[src/shared/bbd_map.svh]
`ifndef BBD_MAP_SVH
`define BBD_MAP_SVH

// single-opcode encodings of the bit and control group
`define BBD_OP_NO_OPERATION     8'h00
`define BBD_OP_FAR_BRANCH       8'h02
`define BBD_OP_BIT_SET_CLEAR    8'h10
`define BBD_OP_FAR_CALL         8'h12
`define BBD_OP_BIT_SET          8'h20
`define BBD_OP_SUB_RETURN       8'h22
`define BBD_OP_BIT_CLEAR        8'h30
`define BBD_OP_INT_RETURN       8'h32
`define BBD_OP_CARRY_SET        8'h40
`define BBD_OP_CARRY_CLEAR      8'h50
`define BBD_OP_ACC_ZERO         8'h60
`define BBD_OP_ACC_NONZERO      8'h70
`define BBD_OP_OR_BIT           8'h72
`define BBD_OP_POINTER_BRANCH   8'h73
`define BBD_OP_NEAR_BRANCH      8'h80
`define BBD_OP_AND_BIT          8'h82
`define BBD_OP_BIT_FROM_CARRY   8'h92
`define BBD_OP_OR_NBIT          8'ha0
`define BBD_OP_CARRY_FROM_BIT   8'ha2
`define BBD_OP_AND_NBIT         8'hb0
`define BBD_OP_INVERT_BIT       8'hb2
`define BBD_OP_INVERT_C         8'hb3
`define BBD_OP_CMP_IMM          8'hb4
`define BBD_OP_CMP_DIR          8'hb5
`define BBD_OP_CLEAR_BIT        8'hc2
`define BBD_OP_CLEAR_C          8'hc3
`define BBD_OP_SET_BIT          8'hd2
`define BBD_OP_SET_C            8'hd3
`define BBD_OP_DEC_DIR          8'hd5

// opcode families (low nibble 1, working register, indirect pointer)
`define BBD_PAT_PAGE_BRANCH     8'b???0_0001
`define BBD_PAT_PAGE_CALL       8'b???1_0001
`define BBD_PAT_CMP_REG         8'b1011_1???
`define BBD_PAT_CMP_IND         8'b1011_011?
`define BBD_PAT_DEC_REG         8'b1101_1???

// instruction lengths in bytes and execution cycles
`define BBD_LEN_1               2'd1
`define BBD_LEN_2               2'd2
`define BBD_LEN_3               2'd3
`define BBD_CYC_1               2'd1
`define BBD_CYC_2               2'd2

`endif

[src/shared/bbd_pkg.sv]
package bbd_pkg;

  typedef enum logic [5:0] {
    K_NONE = 6'h00, K_NO_OPERATION = 6'h01, K_CLEAR_C = 6'h02, K_SET_C = 6'h03,
    K_INVERT_C = 6'h04, K_CLEAR_BIT = 6'h05, K_SET_BIT = 6'h06, K_INVERT_BIT = 6'h07,
    K_AND_BIT = 6'h08, K_AND_NBIT = 6'h09, K_OR_BIT = 6'h0a, K_OR_NBIT = 6'h0b,
    K_C_FROM_BIT = 6'h0c, K_BIT_FROM_C = 6'h0d, K_PAGE_CALL = 6'h0e,
    K_PAGE_BRANCH = 6'h0f, K_FAR_CALL = 6'h10, K_FAR_BRANCH = 6'h11,
    K_SUB_RETURN = 6'h12, K_INT_RETURN = 6'h13, K_NEAR = 6'h14, K_POINTER = 6'h15,
    K_ACC_ZERO = 6'h16, K_ACC_NONZERO = 6'h17, K_C_SET = 6'h18, K_C_CLEAR = 6'h19,
    K_BIT_SET = 6'h1a, K_BIT_CLEAR = 6'h1b, K_BIT_SET_CLR = 6'h1c, K_CMP_DIR = 6'h1d,
    K_CMP_IMM = 6'h1e, K_CMP_IND = 6'h1f, K_CMP_REG = 6'h20, K_DEC_REG = 6'h21,
    K_DEC_DIR = 6'h22
  } bbd_kind_t;

  typedef struct packed {
    bbd_kind_t   kind;
    logic [1:0]  len;
    logic [1:0]  cyc;
  } bbd_dec_t;

  typedef enum logic [1:0] {
    S_OPCODE = 2'b00, S_BYTE2 = 2'b01, S_BYTE3 = 2'b10, S_EXEC = 2'b11
  } bbd_state_t;

endpackage

[src/rtl/bbd_classify.sv]
`timescale 1ns/1ps
`include "bbd_map.svh"

module bbd_classify (
  input  wire logic [7:0]         i_opcode, // opcode byte
  output bbd_pkg::bbd_kind_t      o_kind,   // instruction class
  output logic [1:0]              o_len,    // length in bytes
  output logic [1:0]              o_cyc     // execution cycles
);
  import bbd_pkg::*;

  bbd_dec_t dec;

  // opcode table: class, byte count and cycle count
  always_comb begin
    dec = '{K_NONE, `BBD_LEN_1, `BBD_CYC_1};
    casez (i_opcode)
      `BBD_OP_NO_OPERATION:   dec = '{K_NO_OPERATION, `BBD_LEN_1, `BBD_CYC_1};
      `BBD_OP_CLEAR_C:        dec = '{K_CLEAR_C, `BBD_LEN_1, `BBD_CYC_1};
      `BBD_OP_SET_C:          dec = '{K_SET_C, `BBD_LEN_1, `BBD_CYC_1};
      `BBD_OP_INVERT_C:       dec = '{K_INVERT_C, `BBD_LEN_1, `BBD_CYC_1};
      `BBD_OP_CLEAR_BIT:      dec = '{K_CLEAR_BIT, `BBD_LEN_2, `BBD_CYC_1};
      `BBD_OP_SET_BIT:        dec = '{K_SET_BIT, `BBD_LEN_2, `BBD_CYC_1};
      `BBD_OP_INVERT_BIT:     dec = '{K_INVERT_BIT, `BBD_LEN_2, `BBD_CYC_1};
      `BBD_OP_AND_BIT:        dec = '{K_AND_BIT, `BBD_LEN_2, `BBD_CYC_2};
      `BBD_OP_AND_NBIT:       dec = '{K_AND_NBIT, `BBD_LEN_2, `BBD_CYC_2};
      `BBD_OP_OR_BIT:         dec = '{K_OR_BIT, `BBD_LEN_2, `BBD_CYC_2};
      `BBD_OP_OR_NBIT:        dec = '{K_OR_NBIT, `BBD_LEN_2, `BBD_CYC_2};
      `BBD_OP_CARRY_FROM_BIT: dec = '{K_C_FROM_BIT, `BBD_LEN_2, `BBD_CYC_1};
      `BBD_OP_BIT_FROM_CARRY: dec = '{K_BIT_FROM_C, `BBD_LEN_2, `BBD_CYC_2};
      `BBD_PAT_PAGE_CALL:     dec = '{K_PAGE_CALL, `BBD_LEN_2, `BBD_CYC_2};
      `BBD_PAT_PAGE_BRANCH:   dec = '{K_PAGE_BRANCH, `BBD_LEN_2, `BBD_CYC_2};
      `BBD_OP_FAR_CALL:       dec = '{K_FAR_CALL, `BBD_LEN_3, `BBD_CYC_2};
      `BBD_OP_FAR_BRANCH:     dec = '{K_FAR_BRANCH, `BBD_LEN_3, `BBD_CYC_2};
      `BBD_OP_SUB_RETURN:     dec = '{K_SUB_RETURN, `BBD_LEN_1, `BBD_CYC_2};
      `BBD_OP_INT_RETURN:     dec = '{K_INT_RETURN, `BBD_LEN_1, `BBD_CYC_2};
      `BBD_OP_NEAR_BRANCH:    dec = '{K_NEAR, `BBD_LEN_2, `BBD_CYC_2};
      `BBD_OP_POINTER_BRANCH: dec = '{K_POINTER, `BBD_LEN_1, `BBD_CYC_2};
      `BBD_OP_ACC_ZERO:       dec = '{K_ACC_ZERO, `BBD_LEN_2, `BBD_CYC_2};
      `BBD_OP_ACC_NONZERO:    dec = '{K_ACC_NONZERO, `BBD_LEN_2, `BBD_CYC_2};
      `BBD_OP_CARRY_SET:      dec = '{K_C_SET, `BBD_LEN_2, `BBD_CYC_2};
      `BBD_OP_CARRY_CLEAR:    dec = '{K_C_CLEAR, `BBD_LEN_2, `BBD_CYC_2};
      `BBD_OP_BIT_SET:        dec = '{K_BIT_SET, `BBD_LEN_3, `BBD_CYC_2};
      `BBD_OP_BIT_CLEAR:      dec = '{K_BIT_CLEAR, `BBD_LEN_3, `BBD_CYC_2};
      `BBD_OP_BIT_SET_CLEAR:  dec = '{K_BIT_SET_CLR, `BBD_LEN_3, `BBD_CYC_2};
      `BBD_OP_CMP_DIR:        dec = '{K_CMP_DIR, `BBD_LEN_3, `BBD_CYC_2};
      `BBD_OP_CMP_IMM:        dec = '{K_CMP_IMM, `BBD_LEN_3, `BBD_CYC_2};
      `BBD_PAT_CMP_IND:       dec = '{K_CMP_IND, `BBD_LEN_3, `BBD_CYC_2};
      `BBD_PAT_CMP_REG:       dec = '{K_CMP_REG, `BBD_LEN_3, `BBD_CYC_2};
      `BBD_PAT_DEC_REG:       dec = '{K_DEC_REG, `BBD_LEN_2, `BBD_CYC_2};
      `BBD_OP_DEC_DIR:        dec = '{K_DEC_DIR, `BBD_LEN_3, `BBD_CYC_2};
      default:                dec = '{K_NONE, `BBD_LEN_1, `BBD_CYC_1};
    endcase
  end

  // split the table entry into separate ports
  assign o_kind = dec.kind;
  assign o_len  = dec.len;
  assign o_cyc  = dec.cyc;

endmodule

[src/rtl/bbd_core.sv]
`timescale 1ns/1ps
`include "bbd_map.svh"

// Summary of operation
// - carry and/or with bit: two bytes, two cycles
// - bit to carry one cycle; carry to bit two
// - page call: low nibble 1, odd high nibble
// - page branch: low nibble 1, even high nibble
// - page target stays in next instruction's 2k page
// - far call/branch: three bytes, 16-bit target
// - near branch adds displacement to next address
// - pointer branch goes to accumulator plus pointer
// - branch on accumulator zero or nonzero
// - branch on carry set or clear
// - branch on addressed bit one or zero
// - branch on bit set, also clearing it
// - compare accumulator with direct/immediate, branch unequal
// - compare register or indirect with immediate
// - decrement operand, branch when result nonzero
// - displacement is signed byte from next instruction
// - low three opcode bits pick working register
// - opcode bit zero picks indirect pointer register
// - direct byte: low RAM or function register
// - 16-bit constant from bytes two and three
module bbd_core (
  input  wire logic        i_clk,          // machine-cycle clock
  input  wire logic        i_rstn,         // async reset, active low
  input  wire logic        i_fetch_valid,  // program byte present
  input  wire logic [7:0]  i_fetch_data,   // program byte
  output logic             o_fetch_req,    // byte wanted at o_fetch_addr
  output logic [15:0]      o_fetch_addr,   // program counter
  input  wire logic [7:0]  i_acc,          // accumulator
  input  wire logic        i_carry,        // carry flag
  input  wire logic [15:0] i_data_pointer, // data pointer
  input  wire logic        i_bit_val,      // value of bit at o_bit_addr
  input  wire logic [7:0]  i_direct_data,  // byte at o_direct_addr
  input  wire logic [7:0]  i_reg_data,     // working register o_reg_sel
  input  wire logic [7:0]  i_ind_data,     // RAM byte via pointer register
  input  wire logic [15:0] i_return_pc,    // address popped for returns
  output logic [7:0]       o_bit_addr,     // bit address operand
  output logic [7:0]       o_direct_addr,  // direct byte address
  output logic             o_direct_sfr,   // direct address is a function reg
  output logic [2:0]       o_reg_sel,      // working register index
  output logic             o_ind_sel,      // pointer register 0 or 1
  output logic             o_carry_we,     // carry write strobe
  output logic             o_carry_d,      // new carry
  output logic             o_bit_we,       // bit write strobe
  output logic             o_bit_d,        // new bit value
  output logic             o_reg_we,       // working register write strobe
  output logic [7:0]       o_reg_d,        // new register value
  output logic             o_direct_we,    // direct byte write strobe
  output logic [7:0]       o_direct_d,     // new direct byte
  output logic             o_call,         // push link address
  output logic [15:0]      o_call_link_pc, // link address to push
  output logic             o_return,       // pop return address
  output logic             o_int_return,   // return ends an interrupt
  output logic             o_retire,       // instruction finished
  output logic             o_unsupported   // opcode outside this group
);
  import bbd_pkg::*;
  bbd_state_t  state_q;
  bbd_kind_t   kind_q, kind_w;
  logic [1:0]  len_q, len_w, cyc_q, cyc_w, cnt_q;
  logic [7:0]  op_q, b2_q, b3_q, rel, cmp_a, cmp_b, dec_v, reg_d_q, direct_d_q;
  logic [15:0] pc_q, rel_tgt, tgt, link_q;
  logic        take, retire, taken;
  logic        carry_we_q, carry_d_q, bit_we_q, bit_d_q, reg_we_q, direct_we_q;
  logic        call_q, return_q, int_return_q, retire_q, unsup_q;
  // opcode table lookup on the incoming byte
  bbd_classify u_classify (
    .i_opcode (i_fetch_data),
    .o_kind   (kind_w),
    .o_len    (len_w),
    .o_cyc    (cyc_w)
  );

  // fetch handshake and retire point
  assign o_fetch_req  = (state_q != S_EXEC);
  assign o_fetch_addr = pc_q;
  assign take         = o_fetch_req && i_fetch_valid;
  assign retire       = (state_q == S_EXEC) && (cnt_q == cyc_q - 2'd1);

  // byte sequencer: opcode, operand bytes, then execution cycles
  always_ff @(posedge i_clk or negedge i_rstn) begin
    if (!i_rstn) begin
      state_q <= S_OPCODE;
    end else begin
      case (state_q)
        S_OPCODE: if (i_fetch_valid) begin
          state_q <= (len_w == `BBD_LEN_1) ? S_EXEC : S_BYTE2;
        end
        S_BYTE2: if (i_fetch_valid) begin
          state_q <= (len_q == `BBD_LEN_3) ? S_BYTE3 : S_EXEC;
        end
        S_BYTE3: if (i_fetch_valid) begin
          state_q <= S_EXEC;
        end
        S_EXEC: if (retire) begin
          state_q <= S_OPCODE;
        end
        default: state_q <= S_OPCODE;
      endcase
    end
  end

  // execution cycle counter
  always_ff @(posedge i_clk or negedge i_rstn) begin
    if (!i_rstn) begin
      cnt_q <= 2'd0;
    end else if (retire || state_q != S_EXEC) begin
      cnt_q <= 2'd0;
    end else begin
      cnt_q <= cnt_q + 2'd1;
    end
  end

  // instruction bytes held for the whole execution
  always_ff @(posedge i_clk or negedge i_rstn) begin
    if (!i_rstn) begin
      op_q   <= 8'h00;
      kind_q <= K_NO_OPERATION;
      len_q  <= `BBD_LEN_1;
      cyc_q  <= `BBD_CYC_1;
      b2_q   <= 8'h00;
      b3_q   <= 8'h00;
    end else if (take) begin
      if (state_q == S_OPCODE) begin
        op_q   <= i_fetch_data;
        kind_q <= kind_w;
        len_q  <= len_w;
        cyc_q  <= cyc_w;
      end
      if (state_q == S_BYTE2) begin
        b2_q <= i_fetch_data;
      end
      if (state_q == S_BYTE3) begin
        b3_q <= i_fetch_data;
      end
    end
  end
  // operand addressing taken from the held bytes
  assign o_bit_addr    = b2_q;
  assign o_direct_addr = b2_q;
  assign o_direct_sfr  = b2_q[7];
  assign o_reg_sel     = op_q[2:0];
  assign o_ind_sel     = op_q[0];
  // displacement is the last byte; signed, from the next instruction
  assign rel     = (len_q == `BBD_LEN_3) ? b3_q : b2_q;
  assign rel_tgt = pc_q + {{8{rel[7]}}, rel};
  // branch condition, target and compare/decrement operands
  always_comb begin
    taken = 1'b0;
    tgt   = rel_tgt;
    cmp_a = i_acc;
    cmp_b = b2_q;
    dec_v = i_reg_data - 8'h01;
    case (kind_q)
      K_PAGE_CALL, K_PAGE_BRANCH: begin
        taken = 1'b1;
        tgt   = {pc_q[15:11], op_q[7:5], b2_q};
      end
      K_FAR_CALL, K_FAR_BRANCH: begin
        taken = 1'b1;
        tgt   = {b2_q, b3_q};
      end
      K_SUB_RETURN, K_INT_RETURN: begin
        taken = 1'b1;
        tgt   = i_return_pc;
      end
      K_NEAR: taken = 1'b1;
      K_POINTER: begin
        taken = 1'b1;
        tgt   = i_data_pointer + {8'h00, i_acc};
      end
      K_ACC_ZERO:    taken = (i_acc == 8'h00);
      K_ACC_NONZERO: taken = (i_acc != 8'h00);
      K_C_SET:       taken = i_carry;
      K_C_CLEAR:     taken = !i_carry;
      K_BIT_SET:     taken = i_bit_val;
      K_BIT_CLEAR:   taken = !i_bit_val;
      K_BIT_SET_CLR: taken = i_bit_val;
      K_CMP_DIR: begin
        cmp_b = i_direct_data;
        taken = (cmp_a != cmp_b);
      end
      K_CMP_IMM: taken = (cmp_a != cmp_b);
      K_CMP_IND: begin
        cmp_a = i_ind_data;
        taken = (cmp_a != cmp_b);
      end
      K_CMP_REG: begin
        cmp_a = i_reg_data;
        taken = (cmp_a != cmp_b);
      end
      K_DEC_REG: taken = (dec_v != 8'h00);
      K_DEC_DIR: begin
        dec_v = i_direct_data - 8'h01;
        taken = (dec_v != 8'h00);
      end
      default: taken = 1'b0;
    endcase
  end

  // program counter: bumps per byte, loads target on a taken retire
  always_ff @(posedge i_clk or negedge i_rstn) begin
    if (!i_rstn) begin
      pc_q <= 16'h0000;
    end else if (take) begin
      pc_q <= pc_q + 16'h0001;
    end else if (retire && taken) begin
      pc_q <= tgt;
    end
  end

  // carry and bit updates at retire
  always_ff @(posedge i_clk or negedge i_rstn) begin
    if (!i_rstn) begin
      carry_we_q <= 1'b0;
      carry_d_q  <= 1'b0;
      bit_we_q   <= 1'b0;
      bit_d_q    <= 1'b0;
    end else begin
      carry_we_q <= 1'b0;
      bit_we_q   <= 1'b0;
      if (retire) begin
        case (kind_q)
          K_CLEAR_C, K_SET_C, K_INVERT_C: begin
            carry_we_q <= 1'b1;
            carry_d_q  <= (kind_q == K_INVERT_C) ? !i_carry : (kind_q == K_SET_C);
          end
          K_CLEAR_BIT, K_SET_BIT, K_INVERT_BIT: begin
            bit_we_q <= 1'b1;
            bit_d_q  <= (kind_q == K_INVERT_BIT) ? !i_bit_val : (kind_q == K_SET_BIT);
          end
          K_AND_BIT, K_AND_NBIT: begin
            carry_we_q <= 1'b1;
            carry_d_q  <= i_carry & (i_bit_val ^ (kind_q == K_AND_NBIT));
          end
          K_OR_BIT, K_OR_NBIT: begin
            carry_we_q <= 1'b1;
            carry_d_q  <= i_carry | (i_bit_val ^ (kind_q == K_OR_NBIT));
          end
          K_C_FROM_BIT: begin
            carry_we_q <= 1'b1;
            carry_d_q  <= i_bit_val;
          end
          K_BIT_FROM_C: begin
            bit_we_q <= 1'b1;
            bit_d_q  <= i_carry;
          end
          K_BIT_SET_CLR: begin
            bit_we_q <= i_bit_val;
            bit_d_q  <= 1'b0;
          end
          K_CMP_DIR, K_CMP_IMM, K_CMP_IND, K_CMP_REG: begin
            carry_we_q <= 1'b1;
            carry_d_q  <= (cmp_a < cmp_b); // borrow of the compare
          end
          default: carry_we_q <= 1'b0;
        endcase
      end
    end
  end

  // decrement write-back at retire
  always_ff @(posedge i_clk or negedge i_rstn) begin
    if (!i_rstn) begin
      reg_we_q    <= 1'b0;
      reg_d_q     <= 8'h00;
      direct_we_q <= 1'b0;
      direct_d_q  <= 8'h00;
    end else begin
      reg_we_q    <= retire && (kind_q == K_DEC_REG);
      direct_we_q <= retire && (kind_q == K_DEC_DIR);
      if (retire) begin
        reg_d_q    <= dec_v;
        direct_d_q <= dec_v;
      end
    end
  end

  // call, return and retire strobes
  always_ff @(posedge i_clk or negedge i_rstn) begin
    if (!i_rstn) begin
      call_q       <= 1'b0;
      link_q       <= 16'h0000;
      return_q     <= 1'b0;
      int_return_q <= 1'b0;
      retire_q     <= 1'b0;
      unsup_q      <= 1'b0;
    end else begin
      call_q       <= retire && (kind_q == K_PAGE_CALL || kind_q == K_FAR_CALL);
      return_q     <= retire && (kind_q == K_SUB_RETURN || kind_q == K_INT_RETURN);
      int_return_q <= retire && (kind_q == K_INT_RETURN);
      retire_q     <= retire;
      unsup_q      <= retire && (kind_q == K_NONE);
      if (retire) begin
        link_q <= pc_q;
      end
    end
  end

  assign o_carry_we     = carry_we_q;
  assign o_carry_d      = carry_d_q;
  assign o_bit_we       = bit_we_q;
  assign o_bit_d        = bit_d_q;
  assign o_reg_we       = reg_we_q;
  assign o_reg_d        = reg_d_q;
  assign o_direct_we    = direct_we_q;
  assign o_direct_d     = direct_d_q;
  assign o_call         = call_q;
  assign o_call_link_pc = link_q;
  assign o_return       = return_q;
  assign o_int_return   = int_return_q;
  assign o_retire       = retire_q;
  assign o_unsupported  = unsup_q;
endmodule

[config.mk]
export PLATFORM = sky130hd
export DESIGN_NAME = bbd_core
export DESIGN_NICKNAME = d
export VERILOG_FILES = /design/src/shared/bbd_pkg.sv /design/src/rtl/bbd_classify.sv /design/src/rtl/bbd_core.sv
export VERILOG_INCLUDE_DIRS = /design/src /design/src/shared
export SDC_FILE = /design/constraint.sdc
export NUM_CORES = 1
export LEC_CHECK = 0
export BUFFER_PORTS_ARGS = -buffer_cell sky130_fd_sc_hd__buf_2
export CAP_MARGIN = 5
export CORE_MARGIN = 5
export CORE_UTILIZATION = 61
export CTS_CLUSTER_DIAMETER = 80
export DETAILED_ROUTE_END_ITERATION = 12
export PLACE_DENSITY = 0.87
export SLEW_MARGIN = 15
export SYNTH_ARGS = -nofsm -noshare
export SYNTH_HDL_FRONTEND = slang
export SYNTH_SLANG_ARGS = --single-unit
[constraint.sdc]
create_clock -name i_clk -period 11.28 [get_ports i_clk]
set_clock_uncertainty 0.15 [all_clocks]
set_input_delay 3.384 -clock i_clk [delete_from_list [all_inputs] [get_ports i_clk]]
set_output_delay 3.384 -clock i_clk [all_outputs]
set_load 0.02 [all_outputs]
==> flow_summary.yaml <==
run_status:
  status: "finished, final reports clean"
critical_path:
  crit_path_end_kind: "flip-flop"
  crit_required_ns: 11.41
  rr_worst_depth: 12
  r2r_end: "o_fetch_addr[14]$_DFFE_PN0P_"
  path_class: "input port to flip-flop"
  arrival_ns: 6.36
  r2r-start: "len_q[0]$_DFFE_PN1P_"
  critPathLaunchType: "input port"
  ff2ff_setup_slack_ns: 6.78
  startpoint: "i_reg_data[0]"
  worst-path-max-fanout: 8
routing:
  wl_per_cell_um: 20.1
  via_per_inst: 6.46
  drc_errors: 0
  drt-total-wl_um: 25000
  drt_iter0_drc: 936
  detail-route-antenna-nets: 0
  routed-via-count: 8034
  drt_first_pass_iters: 7
die:
  io_pins: 158
  initial_core_util: 0.618
  rows: 41
  die_w_um: 123
  dieArea_um2: 15000
  coreArea_um2: 12500
  die_y_um: 123
finish:
  syn2layout_area_growth_pct: 12.7
  diodes: 0
  nets: 1185
  drive_gt1_frac: 0.213
  final_area_um2: 8720
global_route:
  overflow: 0
  antenna_found_initial: 0
  grt_pass1_wl_um: 38400
  grt.total_usage: 0.329
  grt_pass1_vias: 7418
  grt_max_degree: 79
synthesis:
  syn_area_um2: 7740
  synth_nets: 1085
  synth.avg_cell_area_um2: 8.01
  ys_async_sr_fraction: 1.00
  syn_inst: 966
  ys.flop_type: "dfrtp_1"
  yosys_warnings: 0
  synth-seq-cells: 87
  netlist-cell-type-count: 80
  seq_area_frac_synth: 0.282
  synth_edf_count: 0
worst_hold_path:
  min-delay-start: "o_call_link_pc[7]$_DFFE_PN0P_"
  hold_path_depth: 2
  hold_class: "flip-flop to flip-flop"
  holdPathEnd: "o_call_link_pc[7]$_DFFE_PN0P_"
clocking:
  tritoncts: "yes"
  cts.path.max_buffers: 2
  ctsHoldBuffers: 0
  postCtsSetupRepairBufs: 0
  clk_latency_ns: 0.35
  cts_made_buffers: 9
  cts-root-buf: "clkbuf_16"
  ctsResizeCount: 0
  clock-sinks: 87
  htree_num_levels: 3
  clk_pin_slew_ns: 0.07
sta:
  layout_min_cycle_time_ns: 6.24
  max_freq_mhz: 160
  worst_pin_slew_ns: 0.976
  fin_crit_sh: 0.553
  rsz0062_at_grt: "false"
  finalSetupTns_ns: 0
  setup_viol: 0
  finalMaxSlewViolations: 0
  final-hold-violation-count: 0
  relSlewSlack: 0.333
job:
  drv_cap: 0
power_and_ir_drop:
  p_per_area_nw_per_um2: 302
  leakage_uw: 0.00396
  ir_worst_vdd_mv: 0.194
placement:
  placedInstanceArea_um2: 8420
  gp_congestion: 0.984
  port_buffers: 157
  dp_hpwl_um: 18500
-- cell usage after synthesis (all sizes together), types with 4 or more instances --
cell    number  area [um2]
a211o        4        35.0
o32ai        4        35.0
nand2b      16         100
and3        11        68.8
mux2        22         248
a22oi        4        30.0
inv         23        86.3
or4b         4        43.8
or2          5        31.3
clkbuf      42         158
nor2b        9        56.3
buf         33         228
or3         11        68.8
and2        11        71.3
nor3b        4        30.0
o21ai       62         310
mux2i       22         220
xor2        31         272
ha          40         500
o22ai       10        62.6
o21a         5        37.5
o221ai       7        61.3
nor3        28         140
nor2        71         272
xnor2       24         210
nand2      143         537
nand3       18        90.1
o211ai       4        30.0
nand3b       4        30.0
a22o         8        70.1
o31ai       11        82.6
a31oi       12        75.1
dfrtp       84        2100
a21oi       66         330
nor4        21         144
o21bai       5        37.5
a221oi       8        76.3
a21boi       4        30.0
a211oi      11        87.6
a21o        12        90.1
-- worst max-delay path by stage --
stage,depth (start not counted),to,slack [ns]
final,11,o_fetch_addr[7]$_DFFE_PN0P_,5.04
after global routing,11,o_fetch_addr[9]$_DFFE_PN0P_,4.83
after CTS,11,o_fetch_addr[7]$_DFFE_PN0P_,5.08
after detailed placement,11,o_fetch_addr[7]$_DFFE_PN0P_,4.74
after global placement,11,o_fetch_addr[7]$_DFFE_PN0P_,4.81
after floorplan,12,o_fetch_addr[5]$_DFFE_PN0P_,5.29
-- area by class of cell --
type / count / area (um2)
Sequential cell: 87 / 2180
Tap cell: 172 / 215
Fill cell: 1079 / 3790
Clock buffer: 9 / 225
Multi-Input combinational cell: 781 / 5100
Timing Repair Buffer: 164 / 841
Inverter: 23 / 86.3
Clock inverter: 7 / 77.6
-- layer usage --
metal | share of wire | GRT usage
met1 | 0.41 | 0.445
met2 | 0.45 | 0.515
met3 | 0.11 | 0.0608
met4 | 0.036 | 0.148
met5 | 0 | 0
-- worst max-delay path, cell delays in order --
cell     delay (ns)
buf_2          0.13
inv_1          0.10
ha_1           0.24
or3b_2         0.49
nor3_1         0.19
xnor2_1        0.17
a41oi_1        0.16
nor4_2         0.57
or2_0          0.43
and2_4         0.29
mux2i_1        0.20
-- layout by cell type, fill, tap and decap left out, types with 7 or more instances in the layout --
cell type and instances:
a221oi_1 7, buf_2 156, and3_1 11, nand3_1 18, xnor2_1 24, nor4_1 19
or3_1 11, a21oi_1 66, o21ai_0 62, a22o_1 8, ha_1 40, o22ai_1 10
nand2_1 143, o221ai_1 7, nor3_1 27, mux2i_1 22, nor2_1 69, a21o_1 12
and2_1 10, inv_1 23, a31oi_1 12, xor2_1 31, buf_4 8, clkbuf_16 9
o31ai_1 11, nor2b_1 9, nand2b_1 16, mux2_2 22, dfrtp_1 84, a211oi_1 10
-- cell families (layout without fill, tap and decap cells) --
kind of cell	after synthesis	after routing	share of synthesized area
AND/OR/NAND/NOR	375	375	0.239
AO/OA/AOI/OAI	265	265	0.225
buffers and inverters	98	203	0.0610
flip-flops	87	87	0.282
XOR/XNOR	55	55	0.0623
multiplexers	44	44	0.0605
adder cells (fa/ha/maj)	42	42	0.0699
-- through the flow --
stage | power, uW | util | hold slack (ns) | std cells | worst slack (ns)
floorplan | 1860 | - | 0.297 | 966 | 5.29
global placement | 2240 | 0.673 | 0.303 | 1227 | 4.81
detailed placement | 2290 | 0.673 | 0.309 | 1227 | 4.74
CTS | 2600 | 0.697 | 0.325 | 1243 | 5.08
global route | 2820 | 0.697 | 0.347 | 1243 | 4.83
finish | 2640 | 0.697 | 0.320 | 1243 | 5.04
-- flip-flops by register name (all words and copies together) (netlist names), 2 cells and up --
register,flops
o_call_link_pc,16
o_fetch_addr,16
b3_q,8
o_bit_addr,8
o_direct_d,8
kind_q,6
op_q,6
cnt_q,2
cyc_q,2
len_q,2
state_q,2
-- report_power, final --
group / switching [uW] / internal (uW) / total [uW]
sequential: 212 / 453 / 664
clock: 136 / 174 / 310
combinational: 996 / 666 / 1660
total: 1340 / 1290 / 2640
Power figures use the tool's default switching activity.
